### config.mk
export PLATFORM = sky130hd
export DESIGN_NAME = mcps_sequencer
export DESIGN_NICKNAME = d
export VERILOG_FILES = /design/src/logic/mcps_pkg.sv /design/src/logic/mcps_debounce.sv /design/src/logic/mcps_sequencer.sv
export VERILOG_INCLUDE_DIRS = /design/src /design/src/logic
export SDC_FILE = /design/constraint.sdc
export NUM_CORES = 1
export LEC_CHECK = 0
export BUFFER_PORTS_ARGS = -buffer_cell sky130_fd_sc_hd__buf_4
export CORE_ASPECT_RATIO = 1.2
export CORE_MARGIN = 8
export CORE_UTILIZATION = 40
export DETAILED_ROUTE_END_ITERATION = 10
export PLACE_DENSITY = 0.7
export RECOVER_POWER = 100
export SLEW_MARGIN = 20
export SYNTH_ARGS = -nofsm -noshare
export SYNTH_HDL_FRONTEND = slang
export SYNTH_SLANG_ARGS = --single-unit
### constraint.sdc
create_clock -name i_clk -period 6.6 [get_ports i_clk]
set_clock_uncertainty 0.2 [all_clocks]
set_input_delay 0.66 -clock i_clk [delete_from_list [all_inputs] [get_ports i_clk]]
set_output_delay 0.66 -clock i_clk [all_outputs]
set_load 0.01 [all_outputs]
### src/logic/mcps_consts.svh
// constants for the module-carrier power sequencer
// assumes a 25 MHz system clock and a 32-bit classic Wishbone register port
`ifndef MCPS_CONSTS_SVH
`define MCPS_CONSTS_SVH

`define MCPS_CLK_HZ 25000000
`define MCPS_CYC_PER_MS (`MCPS_CLK_HZ / 1000)

// carrier enable to carrier reset release, least time
`define MCPS_PWR_TO_RST_MS 100
`define MCPS_PWR_TO_RST_CYC (((`MCPS_PWR_TO_RST_MS * `MCPS_CYC_PER_MS) > 0) ? \
    (`MCPS_PWR_TO_RST_MS * `MCPS_CYC_PER_MS) : 1)
// reset stretch after reset input release, least time
`define MCPS_RST_STRETCH_MS 1
`define MCPS_RST_STRETCH_CYC (((`MCPS_RST_STRETCH_MS * `MCPS_CYC_PER_MS) > 0) ? \
    (`MCPS_RST_STRETCH_MS * `MCPS_CYC_PER_MS) : 1)
// default input filter window
`define MCPS_DEB_MS 10
`define MCPS_DEB_CYC (`MCPS_DEB_MS * `MCPS_CYC_PER_MS)

// register byte addresses
`define MCPS_ADDR_CTRL 8'h00
`define MCPS_ADDR_STATUS 8'h04
`define MCPS_ADDR_EVENT 8'h08
`define MCPS_ADDR_DEBOUNCE 8'h0C

// control register fields
`define MCPS_CTRL_SHUTDOWN 0
`define MCPS_CTRL_STANDBY 1
`define MCPS_CTRL_AUTO_SLEEP 2

// status register fields
`define MCPS_ST_STATE_LO 0
`define MCPS_ST_FAULT 3
`define MCPS_ST_IO_3V3 4
`define MCPS_ST_STRAP_OK 5
`define MCPS_ST_BUTTON 6
`define MCPS_ST_SLEEP 7
`define MCPS_ST_LID_CLOSED 8
`define MCPS_ST_BAT_LOW 9
`define MCPS_ST_CHARGER 10
`define MCPS_ST_CHARGING 11
`define MCPS_ST_BOOT_SD 12
`define MCPS_ST_STANDBY 13

// event register fields, write one to clear
`define MCPS_EV_BUTTON 0
`define MCPS_EV_BAT_LOW 1
`define MCPS_EV_RESET_IN 2
`define MCPS_EV_WIDTH 3

`define MCPS_CNT_WIDTH 22
`define MCPS_DEB_WIDTH 20
`define MCPS_DEB_LANES 3
`define MCPS_DEB_BUTTON 0
`define MCPS_DEB_SLEEP 1
`define MCPS_DEB_LID 2

`endif

### src/logic/mcps_pkg.sv
// types shared by the power sequencer and its input filter
// assumes mcps_consts.svh is on the include path
`include "mcps_consts.svh"

package mcps_pkg;

    typedef enum logic [2:0] {
        ST_OFF,
        ST_SUPPLY_UP,
        ST_CARRIER_ON,
        ST_RESET_HOLD,
        ST_RUN
    } mcps_state_type;

    typedef struct packed {
        logic [1:0] sync;
        logic level;
        logic [`MCPS_DEB_WIDTH-1:0] cnt;
    } mcps_deb_type;

    typedef struct packed {
        mcps_state_type st;
        logic [`MCPS_CNT_WIDTH-1:0] cnt;
        logic [1:0] fault_sync;
        logic [1:0] iosel_sync;
        logic [1:0] rstin_sync;
        logic [1:0] bat_sync;
        logic [1:0] chg_sync;
        logic [1:0] chging_sync;
        logic [1:0] boot_sync;
        logic io_3v3;
        logic boot_sd;
        logic standby;
        logic button_prev;
        logic bat_prev;
        logic rstin_prev;
        logic shutdown_req;
        logic standby_req;
        logic auto_sleep;
        logic [`MCPS_EV_WIDTH-1:0] events;
        logic [`MCPS_DEB_WIDTH-1:0] deb_len;
        logic ack;
        logic [31:0] rdata;
    } mcps_regs_type;

endpackage

### src/logic/mcps_debounce.sv
// one-bit synchroniser followed by a stable-window filter
// assumes the raw input is idle high and i_len is a cycle count, zero taken as one
`timescale 1ns/10ps
`default_nettype none
`include "mcps_consts.svh"

module mcps_debounce
    import mcps_pkg::*;
(
    input wire logic i_clk,
    input wire logic i_reset,
    input wire logic i_raw,
    input wire logic [`MCPS_DEB_WIDTH-1:0] i_len,
    output logic o_level
);

    mcps_deb_type s_q;
    mcps_deb_type s_d;

    always_comb begin
        s_d = s_q;
        s_d.sync = {s_q.sync[0], i_raw};
        // a change is taken only after the full window without bouncing
        if (s_q.sync[1] == s_q.level) begin
            s_d.cnt = '0;
        end else if ((s_q.cnt + `MCPS_DEB_WIDTH'(1)) >= i_len) begin
            s_d.level = s_q.sync[1];
            s_d.cnt = '0;
        end else begin
            s_d.cnt = s_q.cnt + `MCPS_DEB_WIDTH'(1);
        end
    end

    always_ff @(posedge i_clk or posedge i_reset) begin
        if (i_reset) begin
            // idle lines are pulled high, so start inactive
            s_q <= '{sync: 2'h3, level: 1'b1, cnt: '0};
        end else begin
            s_q <= s_d;
        end
    end

    assign o_level = s_q.level;

endmodule
`default_nettype wire

### src/logic/mcps_sequencer.sv
// power and reset handshake between the compute module and its carrier board
// assumes carrier inputs are open drain, pulled up here, and asynchronous to i_clk;
// i_reset is the module's own power-good reset, asynchronous and active high
//
// Our own choices: the Wishbone register port and the register offsets.
`timescale 1ns/10ps
`default_nettype none
`include "mcps_consts.svh"

module mcps_sequencer
    import mcps_pkg::*;
#(
    parameter bit ONLY_3V3 = 1'b0,
    parameter int unsigned PWR_TO_RST_CYCLES = `MCPS_PWR_TO_RST_CYC,
    parameter int unsigned RST_STRETCH_CYCLES = `MCPS_RST_STRETCH_CYC,
    parameter int unsigned DEBOUNCE_CYCLES = `MCPS_DEB_CYC
)
(
    input wire logic i_clk,
    input wire logic i_reset,
    input wire logic i_wb_cyc,
    input wire logic i_wb_stb,
    input wire logic i_wb_we,
    input wire logic [7:0] i_wb_adr,
    input wire logic [3:0] i_wb_sel,
    input wire logic [31:0] i_wb_dat,
    output logic [31:0] o_wb_dat,
    output logic o_wb_ack,
    input wire logic i_supply_fault_n,
    input wire logic i_io_sel_n,
    output logic o_io_sel_o,
    output logic o_io_sel_oe_n,
    input wire logic i_module_supply_good,
    output logic o_module_supply_en,
    output logic o_carrier_power_enable,
    output logic o_carrier_reset_n,
    output logic o_module_reset_n,
    input wire logic i_reset_in_n,
    input wire logic i_power_button_n,
    input wire logic i_sleep_n,
    input wire logic i_lid_n,
    input wire logic i_battery_low_n,
    input wire logic i_charger_present_n,
    input wire logic i_charging_n,
    input wire logic i_boot_sel_n,
    output logic o_carrier_standby_n,
    output logic o_boot_from_sd
);

    localparam logic [`MCPS_CNT_WIDTH-1:0] PWR_LAST =
        `MCPS_CNT_WIDTH'(PWR_TO_RST_CYCLES - 1);
    localparam logic [`MCPS_CNT_WIDTH-1:0] STRETCH_LAST =
        `MCPS_CNT_WIDTH'(RST_STRETCH_CYCLES - 1);

    mcps_regs_type s_q;
    mcps_regs_type s_d;
    logic [`MCPS_DEB_LANES-1:0] deb_raw;
    logic [`MCPS_DEB_LANES-1:0] deb_level;

    // byte-lane merge for writable registers
    function automatic logic [31:0] mcps_merge(input logic [31:0] old_v,
                                               input logic [31:0] new_v,
                                               input logic [3:0] sel);
        logic [31:0] res;
        res = old_v;
        for (int i = 0; i < 4; i++) begin
            if (sel[i]) begin
                res[i*8 +: 8] = new_v[i*8 +: 8];
            end
        end
        return res;
    endfunction

    // power may start only with no fault and a strap this variant accepts
    function automatic logic mcps_power_ok(input logic fault_n, input logic strap_n);
        logic ok;
        ok = fault_n;
        if (ONLY_3V3 && !strap_n) begin
            ok = 1'b0;
        end
        return ok;
    endfunction

    assign deb_raw[`MCPS_DEB_BUTTON] = i_power_button_n;
    assign deb_raw[`MCPS_DEB_SLEEP] = i_sleep_n;
    assign deb_raw[`MCPS_DEB_LID] = i_lid_n;

    // button, sleep and lid are mechanical, so they get the window filter
    for (genvar g = 0; g < `MCPS_DEB_LANES; g++) begin : g_deb
        mcps_debounce u_deb (
            .i_clk(i_clk),
            .i_reset(i_reset),
            .i_raw(deb_raw[g]),
            .i_len(s_q.deb_len),
            .o_level(deb_level[g])
        );
    end

    logic fault_n;
    logic strap_n;
    logic rstin_n;
    logic power_ok;
    logic button_on;
    logic sleep_on;
    logic lid_closed;
    logic bat_low;
    logic wb_req;
    logic wb_wr;
    logic [31:0] status_v;
    logic [31:0] ctrl_v;
    logic [31:0] wr_v;
    logic [`MCPS_EV_WIDTH-1:0] ev_set;
    logic [`MCPS_EV_WIDTH-1:0] ev_clr;

    always_comb begin
        s_d = s_q;
        ev_set = '0;
        ev_clr = '0;
        wr_v = '0;

        // only the second stage of each synchroniser is looked at
        s_d.fault_sync = {s_q.fault_sync[0], i_supply_fault_n};
        s_d.iosel_sync = {s_q.iosel_sync[0], i_io_sel_n};
        s_d.rstin_sync = {s_q.rstin_sync[0], i_reset_in_n};
        s_d.bat_sync = {s_q.bat_sync[0], i_battery_low_n};
        s_d.chg_sync = {s_q.chg_sync[0], i_charger_present_n};
        s_d.chging_sync = {s_q.chging_sync[0], i_charging_n};
        s_d.boot_sync = {s_q.boot_sync[0], i_boot_sel_n};

        fault_n = s_q.fault_sync[1];
        strap_n = s_q.iosel_sync[1];
        rstin_n = s_q.rstin_sync[1];
        power_ok = mcps_power_ok(fault_n, strap_n);
        // all carrier inputs are active low
        button_on = ~deb_level[`MCPS_DEB_BUTTON];
        sleep_on = ~deb_level[`MCPS_DEB_SLEEP];
        lid_closed = ~deb_level[`MCPS_DEB_LID];
        bat_low = ~s_q.bat_sync[1];

        // sequencer
        case (s_q.st)
            ST_OFF: begin
                s_d.cnt = '0;
                if (power_ok && !s_q.shutdown_req) begin
                    s_d.st = ST_SUPPLY_UP;
                    s_d.io_3v3 = strap_n;
                end
            end
            ST_SUPPLY_UP: begin
                if (i_module_supply_good) begin
                    s_d.st = ST_CARRIER_ON;
                end
            end
            ST_CARRIER_ON: begin
                // carrier reset stays low while its rails ramp
                if (s_q.cnt >= PWR_LAST) begin
                    s_d.st = ST_RESET_HOLD;
                    s_d.cnt = '0;
                end else begin
                    s_d.cnt = s_q.cnt + `MCPS_CNT_WIDTH'(1);
                end
            end
            ST_RESET_HOLD: begin
                // wait for the carrier's ready, then stretch
                if (!rstin_n) begin
                    s_d.cnt = '0;
                end else if (s_q.cnt >= STRETCH_LAST) begin
                    s_d.st = ST_RUN;
                    s_d.cnt = '0;
                    s_d.boot_sd = ~s_q.boot_sync[1];
                end else begin
                    s_d.cnt = s_q.cnt + `MCPS_CNT_WIDTH'(1);
                end
            end
            ST_RUN: begin
                if (!rstin_n) begin
                    s_d.st = ST_RESET_HOLD;
                    s_d.cnt = '0;
                end
            end
            default: begin
                s_d.st = ST_OFF;
                s_d.cnt = '0;
            end
        endcase

        // fault, bad strap or software shutdown drop every supply at once
        if (s_q.st != ST_OFF && (!power_ok || s_q.shutdown_req)) begin
            s_d.st = ST_OFF;
            s_d.cnt = '0;
        end

        // standby is a run-time state; lid or sleep act only if enabled
        s_d.standby = (s_q.st == ST_RUN) &&
                      (s_q.standby_req || (s_q.auto_sleep && (sleep_on || lid_closed)));

        // events on active edges
        s_d.button_prev = button_on;
        s_d.bat_prev = bat_low;
        s_d.rstin_prev = rstin_n;
        ev_set[`MCPS_EV_BUTTON] = button_on && !s_q.button_prev;
        ev_set[`MCPS_EV_BAT_LOW] = bat_low && !s_q.bat_prev;
        ev_set[`MCPS_EV_RESET_IN] = !rstin_n && s_q.rstin_prev;

        // register view
        status_v = '0;
        status_v[`MCPS_ST_STATE_LO +: 3] = s_q.st;
        status_v[`MCPS_ST_FAULT] = ~fault_n;
        status_v[`MCPS_ST_IO_3V3] = s_q.io_3v3;
        status_v[`MCPS_ST_STRAP_OK] = power_ok;
        status_v[`MCPS_ST_BUTTON] = button_on;
        status_v[`MCPS_ST_SLEEP] = sleep_on;
        status_v[`MCPS_ST_LID_CLOSED] = lid_closed;
        status_v[`MCPS_ST_BAT_LOW] = bat_low;
        status_v[`MCPS_ST_CHARGER] = ~s_q.chg_sync[1];
        status_v[`MCPS_ST_CHARGING] = ~s_q.chging_sync[1];
        status_v[`MCPS_ST_BOOT_SD] = s_q.boot_sd;
        status_v[`MCPS_ST_STANDBY] = s_q.standby;
        ctrl_v = '0;
        ctrl_v[`MCPS_CTRL_SHUTDOWN] = s_q.shutdown_req;
        ctrl_v[`MCPS_CTRL_STANDBY] = s_q.standby_req;
        ctrl_v[`MCPS_CTRL_AUTO_SLEEP] = s_q.auto_sleep;

        // classic Wishbone: one wait state, ack drops the cycle after
        wb_req = i_wb_cyc && i_wb_stb && !s_q.ack;
        wb_wr = wb_req && i_wb_we;
        s_d.ack = wb_req;
        if (wb_req) begin
            case (i_wb_adr)
                `MCPS_ADDR_CTRL: s_d.rdata = ctrl_v;
                `MCPS_ADDR_STATUS: s_d.rdata = status_v;
                `MCPS_ADDR_EVENT: s_d.rdata = 32'(s_q.events);
                `MCPS_ADDR_DEBOUNCE: s_d.rdata = 32'(s_q.deb_len);
                default: s_d.rdata = '0;
            endcase
        end
        if (wb_wr) begin
            case (i_wb_adr)
                `MCPS_ADDR_CTRL: begin
                    wr_v = mcps_merge(ctrl_v, i_wb_dat, i_wb_sel);
                    s_d.shutdown_req = wr_v[`MCPS_CTRL_SHUTDOWN];
                    s_d.standby_req = wr_v[`MCPS_CTRL_STANDBY];
                    s_d.auto_sleep = wr_v[`MCPS_CTRL_AUTO_SLEEP];
                end
                `MCPS_ADDR_EVENT: begin
                    if (i_wb_sel[0]) begin
                        ev_clr = i_wb_dat[`MCPS_EV_WIDTH-1:0];
                    end
                end
                `MCPS_ADDR_DEBOUNCE: begin
                    wr_v = mcps_merge(32'(s_q.deb_len), i_wb_dat, i_wb_sel);
                    s_d.deb_len = wr_v[`MCPS_DEB_WIDTH-1:0];
                end
                default: begin
                    wr_v = '0;
                end
            endcase
        end
        // a new event beats a clear in the same cycle
        s_d.events = (s_q.events & ~ev_clr) | ev_set;
    end

    always_ff @(posedge i_clk or posedge i_reset) begin
        if (i_reset) begin
            s_q <= '{
                st: ST_OFF,
                cnt: '0,
                fault_sync: 2'h0,
                iosel_sync: 2'h3,
                rstin_sync: 2'h0,
                bat_sync: 2'h3,
                chg_sync: 2'h3,
                chging_sync: 2'h3,
                boot_sync: 2'h3,
                io_3v3: 1'b1,
                boot_sd: 1'b0,
                standby: 1'b0,
                button_prev: 1'b0,
                bat_prev: 1'b0,
                rstin_prev: 1'b0,
                shutdown_req: 1'b0,
                standby_req: 1'b0,
                auto_sleep: 1'b0,
                events: '0,
                deb_len: `MCPS_DEB_WIDTH'(DEBOUNCE_CYCLES),
                ack: 1'b0,
                rdata: '0
            };
        end else begin
            s_q <= s_d;
        end
    end

    // outputs decode the registered state only
    assign o_module_supply_en = (s_q.st != ST_OFF);
    // carrier side stays dark until here; its own side relies on this
    assign o_carrier_power_enable = (s_q.st == ST_CARRIER_ON) ||
                                    (s_q.st == ST_RESET_HOLD) ||
                                    (s_q.st == ST_RUN);
    assign o_carrier_reset_n = (s_q.st == ST_RUN);
    assign o_module_reset_n = (s_q.st == ST_RUN);
    // select line is driven to the decoded level once the carrier is enabled
    assign o_io_sel_o = s_q.io_3v3;
    assign o_io_sel_oe_n = ~o_carrier_power_enable;
    assign o_carrier_standby_n = ~s_q.standby;
    assign o_boot_from_sd = s_q.boot_sd;
    assign o_wb_dat = s_q.rdata;
    assign o_wb_ack = s_q.ack;

endmodule
`default_nettype wire

==> metrics.txt <==
status finished with violations; violated checks capacitance limit, slew limit; Reg area 0.004063 mm^2; fin crit share 61.74%; Final min period 4.075 ns; Initial Utilization 40.32%; Netlist Area Pre-Place 0.008929 mm^2; WL/cell 17.30 um; CP Launch Point s_q[79]; pins over their slew limit 122; Critical Path End Type register; most frequent cells in the layout dfrtp_1 (134), nand2_1 (82), ha_1 (64); CTS sink count 161; commonest non-fill, non-tap cell in the layout dfrtp_1; cts hold-fix bufs 0; r2r setup slk 2.53 ns; crit path DAT 4.22 ns; startpoint types register; Yosys reg bits 161; yosys warns 0; # diodes 0; via/cell ratio 5.408; VDD IR max 0.0001268 V; highest routed metal layer met4; FMAX 245.4 MHz; grt total ovfl 0; global-route wire length before repair 34740 um; Slew HR -182.5%; number of synthesized flops with an enable pin 0; GRT Overall Usage 15.85%; CTS tree yes; CP Max Fanout 22; Hold Startpoint i_power_button_n; drt pass-1 iters 5; # rows 60; width of the die 152.4 um; initial antenna violation count 0; CTS clk-pin slew, worst paths 0.07 ns; Hold Crit Class in -> reg; ys async rst share 100.0%; vias 6592; PostCTS Resize Cnt 0; Unique masters post-synth 55; post-synthesis sequential area ratio 45.50%; dpl cell area 0.009603 mm^2; Lkg Pwr 0.004561 uW; # IOs 101; Worst Hold Slack 0.1380 ns; multi-input logic area 0.004390 mm^2; largest net degree at the start of global routing 99; Setup violations, final 0; Synth top area share 37.56%; # DRC 0; CTS Buffer Depth 2; Num CTS Buffers 17; RSZ-0062 raised after global routing false; actual slew at the worst max-slew pin 4.215 ns; Power, Total 2313 uW; vias in the first global route 6859; setup TNS 0 ns; syn avg cell area 10.24 um^2; DRT antenna net count 0; I/O Buffers 75; pwr dens 230.7 mW/mm^2; Final Core Density 45.28%; final hold violations 0; setup repair bufs after CTS 0; DRT Wirelength 21090 um; Final Cell Area 0.01003 mm^2; Worst Path Required 6.74 ns; DIE HEIGHT 179.7 um; Final #Nets 1051; GP Congestion 0.8519; Fillers 2117; maxcap violations 2; share of cells above drive strength 1 15.11%; Die ar. 0.02738 mm^2; First DRT Iteration DRCs 323; Synth area leader dfrtp_1; root buffer cell clkbuf_16; met3 wire len 1148 um; Gate Count Post-Synth 872; htree depth 4; Setup Crit Path Kind reg -> reg; HPWL after DPL 15750 um; core box area 0.02215 mm^2; WL met2 10700 um; r2r startpoint s_q[79]; Layout area overhead 12.30%; Most used DFF post-synth dfrtp_1; WL met1 8856 um; Synth area leaders dfrtp_1 (38%), ha_1 (9.0%), dfstp_2 (7.9%), xnor2_1 (4.1%), nor2b_1 (3.9%); Clk Latency, worst-skew pair 0.42 ns
state kept, by name, summed over array words and instances, names as in the netlist:
signal               flops
s_q                     57
o_wb_ack                 1
g_deb.u_deb.s_q         63
o_boot_from_sd           1
fault_n                  1
o_wb_dat                20
o_io_sel_o               1
s_d                      7
ctrl_v                   3
g_deb.u_deb.o_level      3
g_deb.u_deb.s_d          3
rstin_n                  1
through the flow:
stage	setup slack (ns)	std cells
after global placement	3.042	1187
after global routing	1.919	1219
final	2.525	1219
after floorplan	1.436	883
after detailed placement	2.991	1187
after CTS	2.950	1219
Yosys cell counts (20+ instances only):
cell type and number:
nand4_1 20, o21ai_0 29, ha_1 64, nand2_1 82, nand3_1 47, dfrtp_1 134
xnor2_1 42, nor2b_1 56, mux2_2 29, a21oi_1 25, clkbuf_1 20, inv_1 44
dfstp_2 27, buf_4 33, nor2_1 36
power by group:
part / leakage (uW) / total (uW) / internal [uW] / switching (uW)
Sequential: 0.00212 / 1070 / 1030 / 45.5
Clock: 0.000281 / 952 / 534 / 418
Combinational: 0.00216 / 289 / 112 / 178
Total: 0.00456 / 2310 / 1670 / 641
final timing paths:
kind	endpoint	cells after the start
worst max register to register	s_q[81]	7
worst max-delay path	s_q[81]	7
min in group asynchronous	s_d[78]	2
worst min register to register	s_q[66]	0
max in group asynchronous	s_q[55]	3
worst min-delay path	g_deb[0].u_deb.s_d[22]	1
cell families after synthesis:
group / count (synthesis) / synth area share [%]
mux: 33 / 4.526
xor+xnor: 58 / 5.689
buf+inv: 100 / 5.633
compound gates: 139 / 10.97
fa+ha+maj: 65 / 9.081
other cells: 1 / 0.04200
flops: 161 / 45.50
simple gates: 315 / 18.55
final cells by class:
class	instances	area share [%]
Sequential cell	161	40.52
Timing Repair Buffer	81	4.866
Inverter	44	1.660
Tap cell	279	3.481
Clock inverter	14	1.310
Multi-Input combinational cell	622	43.79
Clock buffer	18	4.380
critical path: stages, from the launching register on:
cell,delay (ns)
dfrtp_1,0.40
ha_1,0.28
a211o_1,0.32
a2111oi_0,0.77
o211ai_1,0.23
a21oi_1,1.37
a21oi_1,0.21
mux2i_1,0.21
layer usage:
metal	GRT usage, %	vias up
li1	-	3158
met1	18.32	3267
met2	27.89	145
met3	4.487	22
met4	4.966	0
met5	0	-
Note: power is estimated with default switching activity, not from simulation.
